[src/core/zone_pkg.sv]
// Purpose: Shared constants and types for the zone supervision block
// Assumes: 40 MHz system clock, temperatures as signed integers (degrees or tenths)
// Notes: Output rates are signed percent, -100 to +100
package zone_pkg;
  // ----------------------------------------
  // Timing
  // ----------------------------------------
  localparam int unsigned CLK_HZ = 40_000_000;
  localparam int unsigned SECOND_MS = 1000;
  localparam int unsigned SECOND_CYCLES = CLK_HZ / 1000 * SECOND_MS / 1000;
  // ----------------------------------------
  // Mode and sensor encodings
  // ----------------------------------------
  localparam logic [1:0] MODE_OFF = 2'h0;
  localparam logic [1:0] MODE_MANUAL = 2'h1;
  localparam logic [1:0] MODE_AUTO = 2'h2;
  localparam logic [1:0] MODE_DROP = 2'h3;
  localparam logic [2:0] SENS_COMP = 3'h0;
  localparam logic [2:0] SENS_RTD = 3'h1;
  localparam logic [2:0] SENS_TC_A = 3'h2;
  localparam logic [2:0] SENS_TC_B = 3'h3;
  localparam logic [2:0] SENS_VOLT = 3'h4;
  localparam logic [2:0] SENS_UNUSED = 3'h5;
  localparam logic [2:0] SENS_LOOP = 3'h6;
  localparam logic [2:0] SENS_RTD_TENTH = 3'h7;
  // ----------------------------------------
  // Limits and reset values
  // ----------------------------------------
  localparam logic signed [7:0] RATE_FULL = 8'sh64;
  localparam logic signed [7:0] RATE_NEAR_FULL = 8'sh63;
  localparam logic signed [7:0] RATE_ZERO = 8'sh00;
  localparam logic signed [7:0] PRESET_RST = 8'sh00;
  localparam int RISE_DEG = 5;
  localparam int RISE_TENTH = 50;
  localparam int RATE_LIM_DEG = 1;
  localparam int RATE_LIM_TENTH = 10;
  localparam logic [15:0] LOOP_BREAK_UA = 16'h07D0;
  localparam logic signed [15:0] TENTH_RANGE_MAX = 16'sh07D0;
  localparam int TUNE_PCT = 80;
  localparam int PCT_FULL = 100;
  localparam int STATUS_SHORT_BIT = 4;
  localparam logic [15:0] STATUS_RST = 16'h0000;
  typedef enum logic [1:0] {TUNE_IDLE, TUNE_START, TUNE_OSC, TUNE_DONE} tune_state_t;
endpackage

[src/core/zone_supervision_and_tuning.sv]
// Purpose: Supervision, manual change, sensor decode and tuning choice of one zone
// Assumes: Measurements arrive on the system clock; external pins pass 3 flops
// Notes: PID, tuning arithmetic and serial protocol live elsewhere
`timescale 1ns/1ps
module zone_supervision_and_tuning #(
  parameter int unsigned TICK_CYCLES = zone_pkg::SECOND_CYCLES,
  parameter int TIME_W = 10
) (
  input wire logic clk_i,
  input wire logic nrst_i,
  input wire logic [1:0] mode_i,
  input wire logic soft_change_i,
  input wire logic short_sense_en_i,
  input wire logic act_sense_en_i,
  input wire logic standby_pin_i,
  input wire logic global_standby_telegram_i,
  input wire logic reset_cmd_i,
  input wire logic power_up_i,
  input wire logic signed [7:0] mean_rate_i,
  input wire logic signed [7:0] ctrl_rate_i,
  input wire logic signed [7:0] min_rate_i,
  input wire logic rate_wr_i,
  input wire logic signed [7:0] rate_wdata_i,
  input wire logic preset_wr_i,
  input wire logic signed [7:0] preset_wdata_i,
  input wire logic [2:0] sensor_type_i,
  input wire logic [15:0] loop_current_ua_i,
  input wire logic signed [15:0] raw_temp_i,
  input wire logic signed [15:0] setpoint_i,
  input wire logic setpoint_wr_i,
  input wire logic signed [15:0] dev_limit_i,
  input wire logic [TIME_W-1:0] diag_time_i,
  input wire logic cooling_active_i,
  input wire logic tune_start_i,
  input wire logic vmax_found_i,
  output logic signed [7:0] out_rate_o,
  output logic rate_ack_o,
  output logic rate_nak_o,
  output logic preset_nak_o,
  output logic signed [15:0] host_temp_o,
  output logic tenth_scale_o,
  output logic [2:0] linear_sel_o,
  output logic broken_sensor_o,
  output logic heat_off_o,
  output logic lo_alarm_contact_o,
  output logic hi_alarm_contact_o,
  output logic [15:0] status_o,
  output logic deviation_alarm_o,
  output logic drop_o,
  output logic tune_start_trial_o,
  output logic tune_osc_trial_o,
  output logic tune_abort_o
);
  // ----------------------------------------
  // Declarations
  // ----------------------------------------
  logic [2:0] pin_sync_reg;
  logic [1:0] mode_prev_reg;
  logic standby_pin_reg, sec_tick, dev_seen_reg, short_cond, act_cond;
  logic short_alarm_reg, act_alarm_reg;
  logic signed [7:0] manual_rate_reg, preset_reg;
  logic signed [15:0] temp, dev, rise_lim, rate_lim;
  logic signed [15:0] short_ref_reg, act_ref_reg, tune_prev_reg, tune_sp_reg;
  logic [TIME_W-1:0] short_timer_reg, act_timer_reg;
  zone_pkg::tune_state_t tune_state_reg;
  // Absolute difference used by deviation and tolerance checks
  function automatic logic signed [15:0] abs16(input logic signed [15:0] v);
    abs16 = v[15] ? -v : v;
  endfunction
  // Value times 100 compared against setpoint times 80
  function automatic logic below_pct(input logic signed [15:0] v,
                                     input logic signed [15:0] sp);
    logic signed [31:0] lhs;
    logic signed [31:0] rhs;
    lhs = 32'(v) * zone_pkg::PCT_FULL;
    rhs = 32'(sp) * zone_pkg::TUNE_PCT;
    below_pct = lhs < rhs;
  endfunction
  sec_tick #(.PERIOD(TICK_CYCLES)) u_tick (
    .clk_i(clk_i),
    .nrst_i(nrst_i),
    .tick_o(sec_tick)
  );
  // ----------------------------------------
  // Standby pin synchroniser
  // ----------------------------------------
  // Change counts only once stages two and three agree
  always_ff @(posedge clk_i or negedge nrst_i) begin
    if (!nrst_i) begin
      pin_sync_reg <= 3'h0;
      standby_pin_reg <= 1'b0;
    end else begin
      pin_sync_reg <= {pin_sync_reg[1:0], standby_pin_i};
      if (pin_sync_reg[2] == pin_sync_reg[1]) begin
        standby_pin_reg <= pin_sync_reg[2];
      end
    end
  end

  // Drop: global sources or own mode code
  always_ff @(posedge clk_i or negedge nrst_i) begin
    if (!nrst_i) begin
      drop_o <= 1'b0;
    end else begin
      drop_o <= standby_pin_reg | global_standby_telegram_i |
                (mode_i == zone_pkg::MODE_DROP);
    end
  end
  // ----------------------------------------
  // Sensor decode and scaling
  // ----------------------------------------
  // Tenth RTD clipped at 200.0; host sees the same tenths scale
  always_comb begin
    temp = raw_temp_i;
    if (sensor_type_i == zone_pkg::SENS_RTD_TENTH && raw_temp_i > zone_pkg::TENTH_RANGE_MAX) begin
      temp = zone_pkg::TENTH_RANGE_MAX;
    end
  end
  assign rise_lim = (sensor_type_i == zone_pkg::SENS_RTD_TENTH) ?
                    16'(zone_pkg::RISE_TENTH) : 16'(zone_pkg::RISE_DEG);
  assign rate_lim = (sensor_type_i == zone_pkg::SENS_RTD_TENTH) ?
                    16'(zone_pkg::RATE_LIM_TENTH) : 16'(zone_pkg::RATE_LIM_DEG);
  assign dev = abs16(temp - setpoint_i);
  always_ff @(posedge clk_i or negedge nrst_i) begin
    if (!nrst_i) begin
      linear_sel_o <= zone_pkg::SENS_COMP;
      tenth_scale_o <= 1'b0;
      host_temp_o <= 16'sh0000;
      broken_sensor_o <= 1'b0;
    end else begin
      linear_sel_o <= sensor_type_i;
      tenth_scale_o <= (sensor_type_i == zone_pkg::SENS_RTD_TENTH);
      host_temp_o <= temp;
      broken_sensor_o <= (sensor_type_i == zone_pkg::SENS_LOOP) &&
                         (loop_current_ua_i < zone_pkg::LOOP_BREAK_UA);
    end
  end
  // ----------------------------------------
  // Output rate, preset and manual change
  // ----------------------------------------
  // Preset only stored here; it acts solely at the change from auto to manual
  always_ff @(posedge clk_i or negedge nrst_i) begin
    if (!nrst_i) begin
      preset_reg <= zone_pkg::PRESET_RST;
      preset_nak_o <= 1'b0;
    end else begin
      preset_nak_o <= 1'b0;
      if (preset_wr_i) begin
        if (preset_wdata_i > zone_pkg::RATE_FULL || preset_wdata_i < -zone_pkg::RATE_FULL) begin
          preset_nak_o <= 1'b1;
        end else begin
          preset_reg <= preset_wdata_i;
        end
      end
    end
  end
  // Manual rate chosen on entry from auto, then host writes only in manual
  always_ff @(posedge clk_i or negedge nrst_i) begin
    if (!nrst_i) begin
      mode_prev_reg <= zone_pkg::MODE_AUTO;
      manual_rate_reg <= zone_pkg::RATE_ZERO;
      rate_ack_o <= 1'b0;
      rate_nak_o <= 1'b0;
    end else begin
      mode_prev_reg <= mode_i;
      rate_ack_o <= 1'b0;
      rate_nak_o <= 1'b0;
      if (mode_i == zone_pkg::MODE_MANUAL && mode_prev_reg == zone_pkg::MODE_AUTO) begin
        manual_rate_reg <= soft_change_i ? mean_rate_i : preset_reg;
      end else if (rate_wr_i) begin
        if (mode_i == zone_pkg::MODE_MANUAL) begin
          manual_rate_reg <= rate_wdata_i;
          rate_ack_o <= 1'b1;
        end else begin
          rate_nak_o <= 1'b1;
        end
      end
    end
  end

  // Final output: short alarm and off mode force zero, start trial forces full
  always_ff @(posedge clk_i or negedge nrst_i) begin
    if (!nrst_i) begin
      out_rate_o <= zone_pkg::RATE_ZERO;
      heat_off_o <= 1'b0;
    end else begin
      heat_off_o <= short_alarm_reg;
      if (short_alarm_reg || mode_i == zone_pkg::MODE_OFF) begin
        out_rate_o <= zone_pkg::RATE_ZERO;
      end else if (tune_state_reg == zone_pkg::TUNE_START) begin
        out_rate_o <= zone_pkg::RATE_FULL;
      end else if (mode_i == zone_pkg::MODE_MANUAL) begin
        out_rate_o <= manual_rate_reg;
      end else begin
        out_rate_o <= ctrl_rate_i;
      end
    end
  end
  // ----------------------------------------
  // Plausibility supervision
  // ----------------------------------------
  // Deviation memory arms sensor-short so full output alone never trips it
  always_ff @(posedge clk_i or negedge nrst_i) begin
    if (!nrst_i) begin
      deviation_alarm_o <= 1'b0;
      dev_seen_reg <= 1'b0;
    end else begin
      deviation_alarm_o <= (mode_i != zone_pkg::MODE_OFF) && (dev > dev_limit_i);
      if (deviation_alarm_o) begin
        dev_seen_reg <= 1'b1;
      end else if (setpoint_wr_i || reset_cmd_i || power_up_i) begin
        dev_seen_reg <= 1'b0;
      end
    end
  end

  assign short_cond = short_sense_en_i && (diag_time_i != '0) &&
                      (setpoint_i != 16'sh0000) &&
                      (mode_i == zone_pkg::MODE_AUTO || mode_i == zone_pkg::MODE_DROP) &&
                      (temp < setpoint_i - dev_limit_i) &&
                      (ctrl_rate_i >= zone_pkg::RATE_NEAR_FULL) && dev_seen_reg;
  assign act_cond = act_sense_en_i && (diag_time_i != '0) && (setpoint_i != 16'sh0000) &&
                    (mode_i != zone_pkg::MODE_MANUAL) && (temp > setpoint_i + dev_limit_i) &&
                    (ctrl_rate_i <= min_rate_i);

  // Timers restart with a fresh reference whenever a condition drops
  always_ff @(posedge clk_i or negedge nrst_i) begin
    if (!nrst_i) begin
      short_timer_reg <= '0;
      short_ref_reg <= 16'sh0000;
    end else if (!short_cond || short_timer_reg >= diag_time_i) begin
      short_timer_reg <= '0;
      short_ref_reg <= temp;
    end else if (sec_tick) begin
      short_timer_reg <= short_timer_reg + 1'b1;
    end
  end
  always_ff @(posedge clk_i or negedge nrst_i) begin
    if (!nrst_i) begin
      act_timer_reg <= '0;
      act_ref_reg <= 16'sh0000;
    end else if (!act_cond || act_timer_reg >= diag_time_i) begin
      act_timer_reg <= '0;
      act_ref_reg <= temp;
    end else if (sec_tick) begin
      act_timer_reg <= act_timer_reg + 1'b1;
    end
  end
  // Sensor short latches; set wins over a same-cycle clear
  always_ff @(posedge clk_i or negedge nrst_i) begin
    if (!nrst_i) begin
      short_alarm_reg <= 1'b0;
    end else if (short_cond && short_timer_reg >= diag_time_i &&
                 (temp - short_ref_reg) < rise_lim) begin
      short_alarm_reg <= 1'b1;
    end else if (setpoint_wr_i || reset_cmd_i || power_up_i) begin
      short_alarm_reg <= 1'b0;
    end
  end
  // Actuator short also clears by itself back inside tolerance
  always_ff @(posedge clk_i or negedge nrst_i) begin
    if (!nrst_i) begin
      act_alarm_reg <= 1'b0;
    end else if (act_cond && act_timer_reg >= diag_time_i &&
                 (temp - act_ref_reg) >= rise_lim) begin
      act_alarm_reg <= 1'b1;
    end else if (setpoint_wr_i || dev <= dev_limit_i) begin
      act_alarm_reg <= 1'b0;
    end
  end
  // Contacts and status word
  always_ff @(posedge clk_i or negedge nrst_i) begin
    if (!nrst_i) begin
      lo_alarm_contact_o <= 1'b0;
      hi_alarm_contact_o <= 1'b0;
      status_o <= zone_pkg::STATUS_RST;
    end else begin
      lo_alarm_contact_o <= short_alarm_reg;
      hi_alarm_contact_o <= act_alarm_reg;
      status_o <= zone_pkg::STATUS_RST;
      status_o[zone_pkg::STATUS_SHORT_BIT] <= short_alarm_reg;
    end
  end
  // ----------------------------------------
  // Self-tuning trial selection
  // ----------------------------------------
  // Aborts leave parameters untouched; only the flag tells the math side
  always_ff @(posedge clk_i or negedge nrst_i) begin
    if (!nrst_i) begin
      tune_state_reg <= zone_pkg::TUNE_IDLE;
      tune_prev_reg <= 16'sh0000;
      tune_sp_reg <= 16'sh0000;
      tune_abort_o <= 1'b0;
      tune_start_trial_o <= 1'b0;
      tune_osc_trial_o <= 1'b0;
    end else begin
      tune_abort_o <= 1'b0;
      case (tune_state_reg)
        zone_pkg::TUNE_IDLE: begin
          tune_prev_reg <= temp;
          tune_sp_reg <= setpoint_i;
          if (tune_start_i) begin
            if (below_pct(temp, setpoint_i)) begin
              tune_state_reg <= zone_pkg::TUNE_START;
              tune_start_trial_o <= 1'b1;
            end else if (!cooling_active_i) begin
              tune_state_reg <= zone_pkg::TUNE_OSC;
              tune_osc_trial_o <= 1'b1;
            end else begin
              tune_abort_o <= 1'b1;
            end
          end
        end
        zone_pkg::TUNE_START: begin
          if (sec_tick) begin
            tune_prev_reg <= temp;
          end
          if ((!below_pct(temp, tune_sp_reg) && !vmax_found_i) ||
              (sec_tick && temp < tune_prev_reg) ||
              (sec_tick && (temp - tune_prev_reg) > rate_lim) ||
              setpoint_i != tune_sp_reg) begin
            tune_abort_o <= 1'b1;
            tune_state_reg <= zone_pkg::TUNE_DONE;
          end else if (vmax_found_i) begin
            tune_state_reg <= zone_pkg::TUNE_DONE;
          end
        end
        zone_pkg::TUNE_OSC: begin
          if (setpoint_i != tune_sp_reg || vmax_found_i) begin
            tune_abort_o <= setpoint_i != tune_sp_reg;
            tune_state_reg <= zone_pkg::TUNE_DONE;
          end
        end
        zone_pkg::TUNE_DONE: begin
          tune_start_trial_o <= 1'b0;
          tune_osc_trial_o <= 1'b0;
          tune_state_reg <= zone_pkg::TUNE_IDLE;
        end
        default: tune_state_reg <= zone_pkg::TUNE_IDLE;
      endcase
    end
  end
endmodule // zone_supervision_and_tuning

[src/core/sec_tick.sv]
// Purpose: Tick generator; the default period SECOND_CYCLES is 40000 cycles, 1 ms at 40 MHz
// Assumes: Free-running system clock
// Notes: Tick is a one-cycle pulse
`timescale 1ns/1ps
module sec_tick #(
  parameter int unsigned PERIOD = zone_pkg::SECOND_CYCLES
) (
  input wire logic clk_i,
  input wire logic nrst_i,
  output logic tick_o
);
  logic [31:0] cnt_reg;

  // ----------------------------------------
  // Divider
  // ----------------------------------------
  // Wraps at period; tick marks the wrap
  always_ff @(posedge clk_i or negedge nrst_i) begin
    if (!nrst_i) begin
      cnt_reg <= 32'h0000_0000;
      tick_o <= 1'b0;
    end else if (cnt_reg >= PERIOD - 1) begin
      cnt_reg <= 32'h0000_0000;
      tick_o <= 1'b1;
    end else begin
      cnt_reg <= cnt_reg + 32'h0000_0001;
      tick_o <= 1'b0;
    end
  end
endmodule // sec_tick

[config.mk]
export PLATFORM = sky130hd
export DESIGN_NAME = zone_supervision_and_tuning
export DESIGN_NICKNAME = d
export VERILOG_FILES = /design/src/core/zone_pkg.sv /design/src/core/zone_supervision_and_tuning.sv /design/src/core/sec_tick.sv
export SDC_FILE = /design/constraint.sdc
export NUM_CORES = 1
export LEC_CHECK = 0
export BUFFER_PORTS_ARGS = -buffer_cell sky130_fd_sc_hd__buf_2
export CAP_MARGIN = 20
export CORE_MARGIN = 4
export CORE_UTILIZATION = 45
export DETAILED_ROUTE_END_ITERATION = 10
export GPL_ROUTABILITY_DRIVEN = 0
export SLEW_MARGIN = 15
export SYNTH_ARGS = -nofsm -noshare
export SYNTH_HDL_FRONTEND = slang
export SYNTH_SLANG_ARGS = --single-unit
[constraint.sdc]
create_clock -name clk_i -period 5.9 [get_ports clk_i]
set_input_delay 0.295 -clock clk_i [delete_from_list [all_inputs] [get_ports clk_i]]
set_output_delay 0.295 -clock clk_i [all_outputs]
set_load 0.005 [all_outputs]
## Yosys cells after proc, flatten, opt, wreduce, memory -nomap -nowiden

Cells that the tools add are included.
W data, S select, Z words.

- Add/sub/neg operators: 10
- Multiply operators: 3
- Order comparisons: 19
- Eq/ne operators: 20
- Muxes and demuxes: 52
- Bitwise operators: 3
- Reduce and logical (&&, ||, !) cells: 58

Operators with widths:

| kind | count |
|---|---|
| $sub A16 B16 Y16 | 5 |
| $mux W8 | 7 |
| $lt A24 B24 Y1 | 2 |
| $mux W16 | 3 |
| $mul A16 B4 Y20 const B | 2 |
| $mux W10 | 4 |
| $add A32 B1 Y32 const B | 1 |
| $ge A32 B16 Y1 const B | 1 |
| $gt A16 B16 Y1 | 2 |
| $lt A16 B16 Y1 | 2 |
| $mux W32 | 1 |
| $pmux W16 S2 | 1 |
| $mux W1 | 24 |
| $logic_and A1 B1 Y1 | 22 |
| $mul A16 B6 Y22 const B | 1 |
| $add A10 B1 Y10 const B | 2 |
| $ge A10 B10 Y1 | 2 |
| $reduce_bool A2 Y1 | 10 |
| $add A16 B16 Y16 | 1 |
| $ge A16 B7 Y1 | 1 |
| $gt A16 B12 Y1 const B | 1 |
| $gt A16 B5 Y1 | 1 |
| $le A16 B16 Y1 | 1 |
| $lt A16 B11 Y1 const B | 1 |
| 31 further kinds | 67 |

- Register bits after elaboration: 183
- Input port bits: 134
- Output and inout bits: 56
- Logic and storage cells: 197

## Logic depth before layout (Yosys ltp)

Gate-level depths: netlist of the first run.

- Word-level depth: 12
- Mapped depth: 34

## Cells and area by module

A second synthesis of the first run with hierarchy kept.

- Cells, all modules: 2183
- Area total of the unflattened synthesis: 19070.8 µm²

By module, submodules not included:

| module | times used | cells an instance | area an instance (µm²) | seq. area each (µm²) |
|---|---|---|---|---|
| zone_supervision_and_tuning | 1 | 2074 | 17790.8 | 3754.9 |
| sec_tick | 1 | 109 | 1280.0 | 825.8 |

## Worst setup path before layout of the first run

OpenSTA, ideal clock, no wires.

- Path type: input -> register
- From: input port raw_temp_i[11]
- To: register tune_state_reg[1]
- Library setup time: 0.136 ns
- Arrival: 6.813 ns
- Required time: 5.764 ns
- Path slack: -1.049 ns
- Stages: 26
- Path buffers: 2
- Path through: or4_1 > buf_2 > o31a_2 > inv_2 > buf_1 > nand2_1 > fa_1 > inv_1 > ha_1 > ha_1 > nor2b_1 > o31a_1 > o21a_1 > o311a_1 > o311ai_0 > a21oi_1 > nor2_1 > xnor2_1 > ha_1 > a21o_1 > a2111oi_0 > o211ai_1 > o32ai_1 > nand2_1 > o41a_1 > mux2i_1

- Longest elaborated chain between the ends: 12
- Elaborated cells between the ends (all ways): 23
- Those cells by class: 1 x add/sub; 1 x mul; 5 x order compare; 2 x eq/ne; 5 x mux; 9 x reduce/logical

Ends and longest elaborated chain:

| what | RTL line | source |
|---|---|---|
| from (decl) | zone_supervision_and_tuning.sv:28 | `input wire logic signed [15:0] raw_temp_i,` |
| $gt A16 B12 Y1 (*) | zone_supervision_and_tuning.sv:115 | `if (sensor_type_i == zone_pkg::SENS_RTD_TENTH && raw_temp_i > zone_pkg::TENTH_RANGE_MAX) begin` |
| $logic_and A1 B1 Y1 (*) | zone_supervision_and_tuning.sv:115 |  |
| $mux W16 (*) | zone_supervision_and_tuning.sv:115 |  |
| via temp[2] | zone_supervision_and_tuning.sv:62 | `logic signed [15:0] temp, dev, rise_lim, rate_lim;` |
| $mul A16 B6 Y22 | zone_supervision_and_tuning.sv:75 | `lhs = 32'(v) * zone_pkg::PCT_FULL;` |
| $lt A24 B24 Y1 | zone_supervision_and_tuning.sv:77 | `below_pct = lhs < rhs;` |
| $logic_not A1 Y1 | zone_supervision_and_tuning.sv:318 | `if ((!below_pct(temp, tune_sp_reg) && !vmax_found_i) \|\|` |
| $logic_and A1 B1 Y1 | zone_supervision_and_tuning.sv:318 |  |
| $logic_or A1 B1 Y1 | zone_supervision_and_tuning.sv:318 |  |
| $logic_or A1 B1 Y1 | zone_supervision_and_tuning.sv:319 | `(sec_tick && temp < tune_prev_reg) \|\|` |
| $logic_or A1 B1 Y1 | zone_supervision_and_tuning.sv:320 | `(sec_tick && (temp - tune_prev_reg) > rate_lim) \|\|` |
| $ne A3 B2 Y1 (no line) or $mux W2 (tied branches) | - |  |
| $reduce_and A4 Y1 (no line) or $pmux W2 S4 (tied branches) | - |  |
| to (signal assigned) | zone_supervision_and_tuning.sv:323 | `tune_state_reg <= zone_pkg::TUNE_DONE;` |
| to (signal assigned) | zone_supervision_and_tuning.sv:325 | `tune_state_reg <= zone_pkg::TUNE_DONE;` |
| to (signal assigned) | zone_supervision_and_tuning.sv:331 | `tune_state_reg <= zone_pkg::TUNE_DONE;` |
| to (decl) | zone_supervision_and_tuning.sv:65 | `zone_pkg::tune_state_t tune_state_reg;` |

The timed path passes the listed nets; every way through them passes the cells marked *. The select of a mux whose other input is x is not followed.
A chain may end at the register's enable or synchronous reset.

## Worst setup path in the final report of the first run

- From: input port raw_temp_i[12]
- To: register tune_state_reg[1]

The elaborated chain is that of the path after synthesis.

==> key figures, run 1 <==
Final layout
  – Fraction of final layout cells sized beyond drive strength 1: 20.6%
  – Register Area: 4580 um2
  – Final #Nets: 2957
  – Multi-input logic area: 13500 um2
  – Utilization after layout: ~55%
  – Largest register FFs: 32
  – Filler cells: 3855
  – Layout area overhead: 20.6%

Power and ir drop
  – Peak supply drop: approximately 290 uV
  – Gate power share: a little under two thirds
  – Psw: 3.58 mW
  – Sw frac: between 40% and 50%
  – Int Power: 4.32 mW
  – Sequential power share: a little over a fifth
  – Clock group share of total power: between 10% and 20%
  – PwrDens: 351 nW/um2
  – Leak: 10.8 nW

Yosys
  – Sequential element share of the synthesized area: 24.6%
  – Synth top area share: 24.4%
  – Async SR Flop Fraction: 100%
  – #FFs+latches synth: ~180
  – Syn_area_per_cell: approximately 8.5 um2
  – Yosys warns: 0
  – Primary FF master, synth: dfrtp_1
  – Area of the mapped netlist: ~19000 um2
  – Gate Count Post-Synth: 2180
  – Yosys top cell by area: dfrtp_1
  – Post-synth cell types: 89
  – Top post-synthesis cells by area: dfrtp_1 (24%), ha_1 (20%), xnor2_1 (5.2%)
  – Number of flops mapped to enable cells by yosys: 0

STA
  – Slew HR: slightly above 30%
  – Worst Hold Slack: 0.0443 ns
  – Clk_skew: 0.0127 ns
  – Slew Viols, Final: 0
  – Worst setup margin: -0.163 ns
  – RSZ-0062 raised after global routing: yes
  – Tmin final: 6.06 ns
  – Final setup viols: 3
  – Highest Clock Rate: around 160 MHz
  – Final Hold Fails: 0
  – Final period util: 103%
  – Worst-margin pin slew: between 1 and 1.5 ns

Floorplanning
  – Initial Util: a little under half
  – Die X: roughly 210 um
  – Die height: 211 um
  – Die area: 44700 um2
  – Core area: 40900 um2
  – Num rows: 74
  – IO Count: 190

Routing
  – Routed Antenna Nets: 0
  – Total length of routed met2 wires: 25.6 mm
  – Via count: around 17000
  – Drt wl/cell: 18.8 um
  – Top Layer Used: met4
  – Routed WL: 57.4 mm
  – WL met3: 2.69 mm
  – Drt first pass iters: 5
  – Met1 wire length: 26.9 mm
  – Drt first-iter violations: between 1000 and 1500
  – Post-route DRC: 0
  – Vias per inst: around 5.6

Critical path
  – Cells on worst reg2reg path: 24
  – Slowest CP cell: or4_4
  – Crit path capture type: flop
  – Slowest stage delay, CP: 0.60 ns
  – Worst path arrival time: between 6 and 7 ns
  – Critical path endpoint: tune_state_reg[1]
  – Reg-to-reg critical path startpoint: tune_sp_reg[3]
  – Setup Crit Path Kind: in -> reg
  – Worst R2R Setup Slack: about 0.93 ns
  – R2R Path End: tune_state_reg[1]
  – Crit path required time: 6.26 ns
  – Crit path from: raw_temp_i[12]
  – Most used cell along the critical path: ha_4
  – Max FO, Critical Path: 6
  – CP startpoint kind: input pin

Worst hold path
  – Hold Path Depth: 2
  – Hold Path Class: in -> reg

Clock tree
  – Reg clk slew, reported paths: 0.08 ns
  – Clock Sinks: 183
  – Root Buffer: clkbuf_16
  – Clock tree from TritonCTS: yes
  – Max Root-Sink Buffers: 2
  – Worst-Skew Late Latency: 0.49 ns
  – Num CTS Buffers: 17
  – CTS HTree Levels: 4

Placed design
  – Buffers added on ports: 170
  – DP Wirelength: 45.5 mm

Global routing
  – Vias in the first global route: approximately 17000
  – GRT Resource Usage Total: roughly a quarter
  – First-pass GRT wire length: 89.7 mm
  – Grt total ovfl: 0
  – Initial antenna violation count: 1
  – Largest net degree at the start of global routing: 95

Outcome
  – Violated checks: setup timing
  – Status: finished with violations

Flow run
  – Number of max-cap violations: 0
-- worst max-delay path, delay by kind of cell --
kind	cells	cell delay, ns
AO/OA/AOI/OAI	13	2.64
adder cells (fa/ha/maj)	5	1.54
AND/OR/NAND/NOR	5	1.27
buffers and inverters	4	0.34
XOR/XNOR	1	0.20
multiplexers	1	0.14
-- cell usage after synthesis, types with 18 or more instances --
cell type and n:
o21ai_0 118, inv_1 201, a21o_1 42, a21oi_1 163
buf_4 18, o211ai_1 21, ha_1 295, nor3_1 42
clkbuf_1 53, nand3_1 51, and3_1 22, nand2b_1 25
nor4_1 32, nand2_1 137, nor2_1 151, dfrtp_1 182
nand4_1 34, nor2b_1 29, o21a_1 33, xor2_1 64
xnor2_1 111, mux2_2 36
-- kinds of logic (layout without fill, tap and decap cells) --
logic type,count (synthesis),count (layout),synth area share (%)
flip-flops,183,183,24.6
adder cells (fa/ha/maj),328,328,22.5
other,1,32,0.0201
AO/OA/AOI/OAI,564,564,19.6
multiplexers,47,47,2.77
buffers and inverters,284,598,6.11
XOR/XNOR,175,175,8.23
AND/OR/NAND/NOR,598,598,16.2
-- how the worst min path moves through the flow --
stage	endpoint	slack, ns	startpoint
after floorplan	act_alarm_reg	-0.0006	nrst_i
after global placement	pin_sync_reg[1]	0.33	pin_sync_reg[0]
after detailed placement	pin_sync_reg[1]	0.34	pin_sync_reg[0]
after CTS	rate_nak_o	0.01	rate_wr_i
after global routing	preset_reg[0]	0.03	preset_wdata_i[0]
final	preset_nak_o	0.04	preset_wr_i
-- metrics by stage --
step,setup TNS [ns],instances,area [um2],total power [mW],worst slack (ns)
floorplan,-0.868,2210,19000,5.12,-0.293
global placement,-2.93,3008,21500,6.41,-0.584
detailed placement,-3.43,3008,21500,6.51,-0.719
CTS,-0.200,3051,22200,7.81,-0.0765
global route,-1.26,3057,22500,8.62,-0.406
finish,-0.462,3057,22500,7.90,-0.163
-- power groups by stage --
| stage | clock network (mW) | registers [mW] | logic (mW) |
|---|---|---|---|
| after floorplan | 0 | 1.62 | 3.50 |
| after detailed placement | 0 | 1.68 | 4.83 |
| after global placement | 0 | 1.68 | 4.73 |
| after global routing | 1.28 | 1.69 | 5.65 |
| final | 1.19 | 1.66 | 5.04 |
| after CTS | 1.24 | 1.66 | 4.91 |
-- area by class of cell --
| class | instances | share of cell area [%] |
|---|---|---|
| Sequential cell | 183 | 20.4 |
| Antenna cell | 1 | 0.0111 |
| Inverter | 206 | 3.45 |
| Tap cell | 532 | 2.96 |
| Clock buffer | 17 | 1.89 |
| Clock inverter | 15 | 0.780 |
| Multi-Input combinational cell | 1743 | 60.1 |
| Timing Repair Buffer | 360 | 10.4 |
-- cell usage in the layout, fill, tap and decap left out, drive strengths merged, types with 8 or more instances in the layout --
master,netlist,routed
a2111oi,8,8
a211oi,15,15
a21o,42,42
a21oi,163,163
a311oi,8,8
a31oi,17,17
and2,13,13
and3,22,22
buf,25,354
clkbuf,53,18
clkinv,1,9
conb,1,31
dfrtp,182,182
fa,17,17
ha,295,295
inv,205,212
maj3,16,16
mux2,36,36
mux2i,11,11
nand2,137,137
nand2b,25,25
nand3,51,51
nand4,34,34
nor2,152,152
nor2b,30,30
nor3,42,42
nor3b,8,8
nor4,34,34
o211ai,21,21
o21a,33,33
o21ai,127,127
o21bai,11,11
o22ai,17,17
o31a,8,8
o31ai,10,10
or2,15,15
xnor2,111,111
xor2,64,64
-- metal layers --
metal	track usage (%)	vias to the layer above
met1	35.7	8193
met2	39.2	470
met3	3.93	121
met5	0	-
met4	9.93	0
li1	-	8454
-- repair_timing --
item	CTS	global route
resized for setup	5	43
buffers inserted	6	5
endpoints found under the hold margin	96	0
hold buffers	5	0
pin swaps	10	20
setup endpoints to repair	4	6
No activity file was read; power rests on OpenSTA's default activity.
==> inputs of run 2 (changes only) <==
--- a/config.mk
+++ b/config.mk
@@ -7,10 +7,14 @@
 export LEC_CHECK = 0
 export BUFFER_PORTS_ARGS = -buffer_cell sky130_fd_sc_hd__buf_2
 export CAP_MARGIN = 20
+export CELL_PAD_IN_SITES_DETAIL_PLACEMENT = 0
+export CELL_PAD_IN_SITES_GLOBAL_PLACEMENT = 1
 export CORE_MARGIN = 4
-export CORE_UTILIZATION = 45
+export CORE_UTILIZATION = 35
+export CTS_BUF_LIST = sky130_fd_sc_hd__clkbuf_8
 export DETAILED_ROUTE_END_ITERATION = 10
 export GPL_ROUTABILITY_DRIVEN = 0
+export PLACE_DENSITY_LB_ADDON = 0.1
 export SLEW_MARGIN = 15
 export SYNTH_ARGS = -nofsm -noshare
 export SYNTH_HDL_FRONTEND = slang
==> key figures, run 2 (synthesis gave the netlist of run 1 again) <==
Outcome
  – Status: finished with violations
  – Violated checks: setup timing

Clock tree
  – Worst-Skew Late Latency: 0.56 ns (+0.07 ns)
  – CTS HTree Levels: 4 (unchanged)
  – Clock Sinks: 183 (unchanged)
  – Max Root-Sink Buffers: 2 (unchanged)
  – Num CTS Buffers: 17 (unchanged)
  – Clock tree from TritonCTS: yes
  – Root Buffer: clkbuf_8
  – Reg clk slew, reported paths: 0.11 ns (+0.03 ns)

Floorplanning
  – Die X: 239 um (+13%)
  – Initial Util: 35.4% (-10 points)
  – Die area: 57000 um2 (+27%)
  – IO Count: 190 (unchanged)
  – Core area: 52700 um2 (+29%)
  – Num rows: 84 (+14%)
  – Die height: 239 um (+13%)

STA
  – Highest Clock Rate: 167 MHz (+1.5%)
  – Slew Viols, Final: 0 (unchanged)
  – Tmin final: 5.98 ns (-0.0867 ns)
  – Final Hold Fails: 0 (unchanged)
  – Worst-margin pin slew: 0.910 ns (-0.124 ns)
  – Slew HR: 39.2% (+8.2 points)
  – Clk_skew: 0.0168 ns (+0.00407 ns)
  – Final period util: 101% (-1.5 points)
  – Setup TNS: -0.199 ns (+0.263 ns)
  – Worst Hold Slack: 0.0786 ns (+0.0343 ns)
  – Final setup viols: 3 (unchanged)
  – Worst setup margin: -0.0761 ns (+0.0867 ns)
  – RSZ-0062 raised after global routing: yes

Placed design
  – Placed Cells: 3182 (+5.8%)
  – Pre-CTS setup slack: -0.760 ns (-0.0405 ns)
  – Cell Area, Placed: 21900 um2 (+1.7%)
  – DP Wirelength: 50.5 mm (+11%)
  – Buffers added on ports: 170 (unchanged)

Flow run
  – Number of max-cap violations: 0 (unchanged)

Routing
  – Vias per inst: 5.28 (-6.3%)
  – Top Layer Used: met4
  – Routed WL: 63.2 mm (+10%)
  – Met1 wire length: 30.1 mm (+12%)
  – Via count: 17226 (-0.070%)
  – Routed Antenna Nets: 0 (unchanged)
  – Drt wl/cell: 19.4 um (+3.2%)
  – Drt first pass iters: 5 (unchanged)
  – Post-route DRC: 0 (unchanged)
  – Drt first-iter violations: 926 (-23%)
  – WL met3: 1.84 mm (-31%)
  – Total length of routed met2 wires: 29.3 mm (+14%)

Final layout
  – Commonest non-fill, non-tap cells in the layout: ha_1 (277), buf_4 (206), inv_1 (190)
  – Final #Nets: 3004 (+1.6%)
  – Finished Layout Cells: 3260 (+6.6%)
  – Filler cells: 5335 (+38%)
  – Utilization after layout: 43.6% (-11 points)
  – Layout area overhead: 23.1%
  – Largest register FFs: 32 (unchanged)
  – Most common cell after layout, fill and taps aside: ha_1
  – Post-route design area: 22900 um2 (+2.1%)
  – Fraction of final layout cells sized beyond drive strength 1: 21.9% (+1.2 points)

Power and ir drop
  – Design Power: 7.84 mW (-0.74%)
  – Sw frac: 46.3% (+1.0 points)
  – Leak: 11.0 nW (+1.3%)
  – Clock group share of total power: 12.1% (-3.0 points)
  – Peak supply drop: 221 uV (-25%)
  – Psw: 3.63 mW (+1.4%)
  – PwrDens: 342 nW/um2 (-2.8%)
  – Sequential power share: 21.2% (about the same)
  – Int Power: 4.21 mW (-2.6%)
  – Gate power share: 66.7% (+2.9 points)

Critical path
  – CP startpoint kind: input pin
  – Setup Crit Path Kind: in -> reg
  – Crit path required time: 6.34 ns (+0.08 ns)
  – Slowest stage delay, CP: 0.62 ns (+0.02 ns)
  – Reg-to-reg critical path startpoint: tune_sp_reg[3]
  – Worst path arrival time: 6.41 ns (about the same)
  – Most used cell along the critical path: ha_1
  – Slowest CP cell: or4_4
  – Crit path from: raw_temp_i[11]
  – Max FO, Critical Path: 7 (+1)
  – Crit path capture type: flop

Worst hold path
  – Hold Path Class: in -> reg
  – HP Start: rate_wdata_i[0]

Global routing
  – First-pass GRT wire length: 96.8 mm (+7.9%)
  – Grt total ovfl: 0 (unchanged)
  – Initial antenna violation count: 1 (unchanged)
  – GRT Resource Usage Total: 21.8% (-3.5 points)
  – Vias in the first global route: 17080 (+3.0%)
  – Largest net degree at the start of global routing: 126 (+33%)
run 2: what timing repair did:
action                                  CTS  global route
resized for setup                         5            56
setup buffers                            15             6
pin swaps                                14            46
hold buffers                             23             0
hold endpoints to repair                 78             0
endpoints found under the setup margin    4             6
run 2: worst max-delay path, delay by kind of cell:
| family | cells | cell delay, ns |
|---|---|---|
| mux | 1 | 0.15 |
| buf+inv | 2 | 0.28 |
| xor+xnor | 1 | 0.13 |
| compound gates | 11 | 2.45 |
| simple gates | 5 | 1.36 |
| fa+ha+maj | 5 | 1.75 |
run 2: path summary, 6_finish.rpt:
path                       cells after the start  slack [ns]                 end
max                                           25       -0.08   tune_state_reg[1]
min                                            3        0.08  manual_rate_reg[0]
max reg2reg                                   20        0.85   tune_state_reg[1]
min reg2reg                                    0        0.36     pin_sync_reg[1]
max in group asynchronous                      3        4.53      tune_sp_reg[7]
min in group asynchronous                      2        0.25  short_timer_reg[6]
run 2: area by class of cell:
class	count	area, um2	area share, %
tap	688	861	3.75
sequential	183	4580	20.0
timing repair buffer	407	2780	12.1
clock buffer	18	248	1.08
multi-input combinational	1743	13500	59.0
clock inverter	14	166	0.725
inverter	206	778	3.39
antenna	1	2.50	0.0109
run 2: routing by layer:
layer	up-vias	GRT usage, %
met5	-	0
met4	0	7.44
met3	76	2.77
met1	8308	30.0
met2	288	35.5
li1	8554	-
run 2: power by group through the flow:
stage               Sequential (mW)  Combinational (mW)  Clock [mW]
floorplan                      1.62                3.50           0
global placement               1.68                4.92           0
detailed placement             1.69                4.98           0
CTS                            1.66                5.08        1.00
global route                   1.70                5.85        1.04
finish                         1.66                5.23       0.950
==> inputs of run 3 (changes only) <==
--- a/config.mk
+++ b/config.mk
@@ -5,6 +5,7 @@
 export SDC_FILE = /design/constraint.sdc
 export NUM_CORES = 1
 export LEC_CHECK = 0
+export ABC_AREA = 1
 export BUFFER_PORTS_ARGS = -buffer_cell sky130_fd_sc_hd__buf_2
 export CAP_MARGIN = 20
 export CELL_PAD_IN_SITES_DETAIL_PLACEMENT = 0
==> key figures, run 3 <==
Outcome
  – Status: finished, final reports clean

Yosys
  – Sequential element share of the synthesized area: 24.2% (-0.38 points)
  – #FFs+latches synth: 183 (unchanged)
  – Post-synth cell types: 69 (-22%)
  – Area of the mapped netlist: 18900 um2 (+1.6%)
  – Syn_area_per_cell: 7.27 um2 (-15%)
  – Synth top cells by count: nand2_1 (579), inv_1 (366), ha_1 (295)
  – Top post-synthesis cells by area: dfrtp_1 (24%), ha_1 (20%), nand2_1 (11%)
  – Async SR Flop Fraction: 100% (unchanged)
  – Gate Count Post-Synth: 2604 (+19%)
  – Synth top area share: 24.1% (-0.38 points)
  – Most frequent cell after synthesis: nand2_1
  – Primary FF master, synth: dfrtp_1
  – Number of flops mapped to enable cells by yosys: 0 (unchanged)
  – Yosys warns: 0 (unchanged)
  – Yosys top cell by area: dfrtp_1

Floorplanning
  – Die area: 57800 um2 (+1.5%)
  – Num rows: 84 (unchanged)
  – Core area: 53100 um2 (+0.80%)
  – Die height: 241 um (+0.76%)
  – IO Count: 190 (unchanged)
  – Die X: 241 um (+0.76%)
  – Initial Util: 35.6% (+0.27 points)

Routing
  – Post-route DRC: 0 (unchanged)
  – Drt wl/cell: 16.4 um (-16%)
  – Vias per inst: 4.88 (-7.6%)
  – Via count: 17472 (+1.4%)
  – Drt first pass iters: 5 (unchanged)
  – Routed WL: 58.6 mm (-7.3%)
  – Drt first-iter violations: 921 (-0.54%)
  – Routed Antenna Nets: 0 (unchanged)

Critical path
  – CP startpoint kind: input pin
  – Worst path bufs/invs: 6 (+4)
  – Crit path required time: 6.32 ns (-0.02 ns)
  – Max FO, Critical Path: 4 (-3)
  – Worst R2R Setup Slack: 1.88 ns (+1.03 ns)
  – Crit path capture type: flop
  – Most used cell along the critical path: nand2_1
  – Slowest CP cell: dlygate4sd3_1
  – Crit path from: sensor_type_i[0]
  – Slowest stage delay, CP: 0.55 ns (-0.07 ns)
  – Worst path arrival time: 5.90 ns (-0.51 ns)
  – Setup Crit Path Kind: in -> reg
  – R2R Path End: tune_abort_o
  – Kind of cell adding the most delay to the critical path: simple AND/OR/NAND/NOR gates
  – Reg-to-reg critical path startpoint: tune_sp_reg[3]
  – Cells on worst reg2reg path: 29 (+45%)

STA
  – Slew Viols, Final: 0 (unchanged)
  – Setup TNS: 0 ns (+0.199 ns)
  – Worst Hold Slack: 0.0523 ns (-0.0263 ns)
  – Highest Clock Rate: 183 MHz (+9.1%)
  – Tmin final: 5.48 ns (-0.500 ns)
  – Final Hold Fails: 0 (unchanged)
  – Slew HR: 41.2% (+2.0 points)
  – Worst-margin pin slew: 0.882 ns (-0.0279 ns)
  – Final period util: 92.8% (-8.5 points)
  – Clk_skew: 0.0138 ns (-0.00295 ns)
  – Worst setup margin: 0.423 ns (+0.500 ns)
  – Final setup viols: 0 (-3)

Placed design
  – Pre-CTS setup slack: 0.0715 ns (+0.831 ns)
  – Placed Cells: 3509 (+10%)
  – Buffers added on ports: 170 (unchanged)
  – DP Wirelength: 47.7 mm (-5.6%)
  – Cell Area, Placed: 21000 um2 (-4.1%)

Final layout
  – Largest register FFs: 32 (unchanged)
  – Layout area overhead: 16.0%
  – Finished Layout Cells: 3579 (+9.8%)
  – Final #Nets: 3323 (+11%)
  – Filler cells: 5635 (+5.6%)
  – Commonest non-fill, non-tap cells in the layout: nand2_1 (576), inv_1 (364), ha_1 (286)
  – Most common cell after layout, fill and taps aside: nand2_1
  – Fraction of final layout cells sized beyond drive strength 1: 13.5% (-8.4 points)
  – Post-route design area: 22000 um2 (-4.3%)
  – Utilization after layout: 41.4% (-2.2 points)

Global routing
  – Initial antenna violation count: 4 (+3)
  – Largest net degree at the start of global routing: 64 (-49%)
  – Vias in the first global route: 16899 (-1.1%)
  – Grt total ovfl: 0 (unchanged)
  – GRT Resource Usage Total: 20.2% (-1.6 points)
  – First-pass GRT wire length: 91.6 mm (-5.4%)

Power and ir drop
  – Leak: 11.7 nW (+6.6%)
  – PwrDens: 325 nW/um2 (-5.0%)
  – Design Power: 7.13 mW (-9.1%)
  – Peak supply drop: 191 uV (-13%)

Clock tree
  – CTS HTree Levels: 4 (unchanged)
  – Clock Sinks: 183 (unchanged)
  – Num CTS Buffers: 17 (unchanged)
  – Root Buffer: clkbuf_8
  – Max Root-Sink Buffers: 2 (unchanged)
  – Worst-Skew Late Latency: 0.53 ns (-0.03 ns)
  – Reg clk slew, reported paths: 0.11 ns (about the same)
  – Clock tree from TritonCTS: yes

Worst hold path
  – Hold Path Depth: 3 (unchanged)
  – Hold Path Class: in -> reg
  – HP Start: ctrl_rate_i[4]
  – Hold worst-path end: out_rate_o[4]

Flow run
  – Number of max-cap violations: 0 (unchanged)
==> run 3: changes by cell type in the layout (fill, tap and decap cells not counted), sizes merged, moves of 25 or more <==
| cell | before | now |
|---|---|---|
| a21o | 42 | 11 |
| buf | 383 | 242 |
| inv | 212 | 382 |
| mux2 | 36 | 1 |
| nand2 | 137 | 614 |
| nand2b | 25 | 0 |
| nand3 | 51 | 164 |
| nor2 | 152 | 224 |
| nor2b | 30 | 0 |
| xnor2 | 111 | 29 |
| xor2 | 64 | 109 |
==> run 3: final cells by class <==
class | count | area [um2] | share of cell area (%)
clock buffers | 17 | 234 | 1.07
diodes | 1 | 2.50 | 0.0114
inverters | 379 | 1430 | 6.51
repair buffers | 277 | 1780 | 8.09
well taps | 688 | 861 | 3.92
multi-input cells | 2019 | 12900 | 58.9
clock inverters | 15 | 143 | 0.650
flip-flops and latches | 183 | 4580 | 20.9
==> run 3: tightest hold or removal path, stage by stage <==
cell and delay [ns]:
buf_2 0.12, nand2_1 0.08, a21oi_1 0.06
==> run 3: worst max-delay path by stage <==
| stage | to | slack (ns) | cells after the start |
|---|---|---|---|
| final | tune_state_reg[1] | 0.42 | 36 |
| after detailed placement | tune_state_reg[1] | 0.07 | 36 |
| after CTS | tune_state_reg[1] | 0.1 | 37 |
| after floorplan | tune_state_reg[0] | 0.14 | 31 |
| after global placement | tune_state_reg[1] | 0.15 | 36 |
| after global routing | tune_abort_o | -0.03 | 39 |
==> run 3: timing repair <==
| item | CTS | global route |
|---|---|---|
| endpoints found under the hold margin | 86 | 0 |
| buffers inserted | 0 | 1 |
| endpoints found under the setup margin | 0 | 6 |
| hold buffers | 34 | 0 |
| resized for setup | 0 | 45 |
==> run 3: power breakdown <==
group | internal (mW) | switching [mW] | leakage, nW | total, mW
clock | 0.309 | 0.548 | 0.192 | 0.857
sequential | 1.46 | 0.171 | 2.27 | 1.63
combinational | 1.80 | 2.84 | 9.25 | 4.64
==> run 3: cell families (layout without fill, tap and decap cells) <==
group	Yosys count	after routing	share of synthesized area, %
and+or+nand+nor	1115	1115	25.8
other	1	32	0.0198
adders and majority gates	314	314	21.4
muxes	1	1	0.0595
DFF	183	183	24.2
buffers and inverters	432	688	9.22
xor gates and xnor gates	138	138	6.61
AOI/OAI and AO/OA	420	420	12.7
==> run 3: per-layer routing <==
metal  GRT usage, %  wire (um)  up-vias
met5              0          7        -
met4           3.80        775        2
met3           3.19       2130       36
met2           31.3      25600      234
met1           29.9      30100     8139
li1               -          -     9061
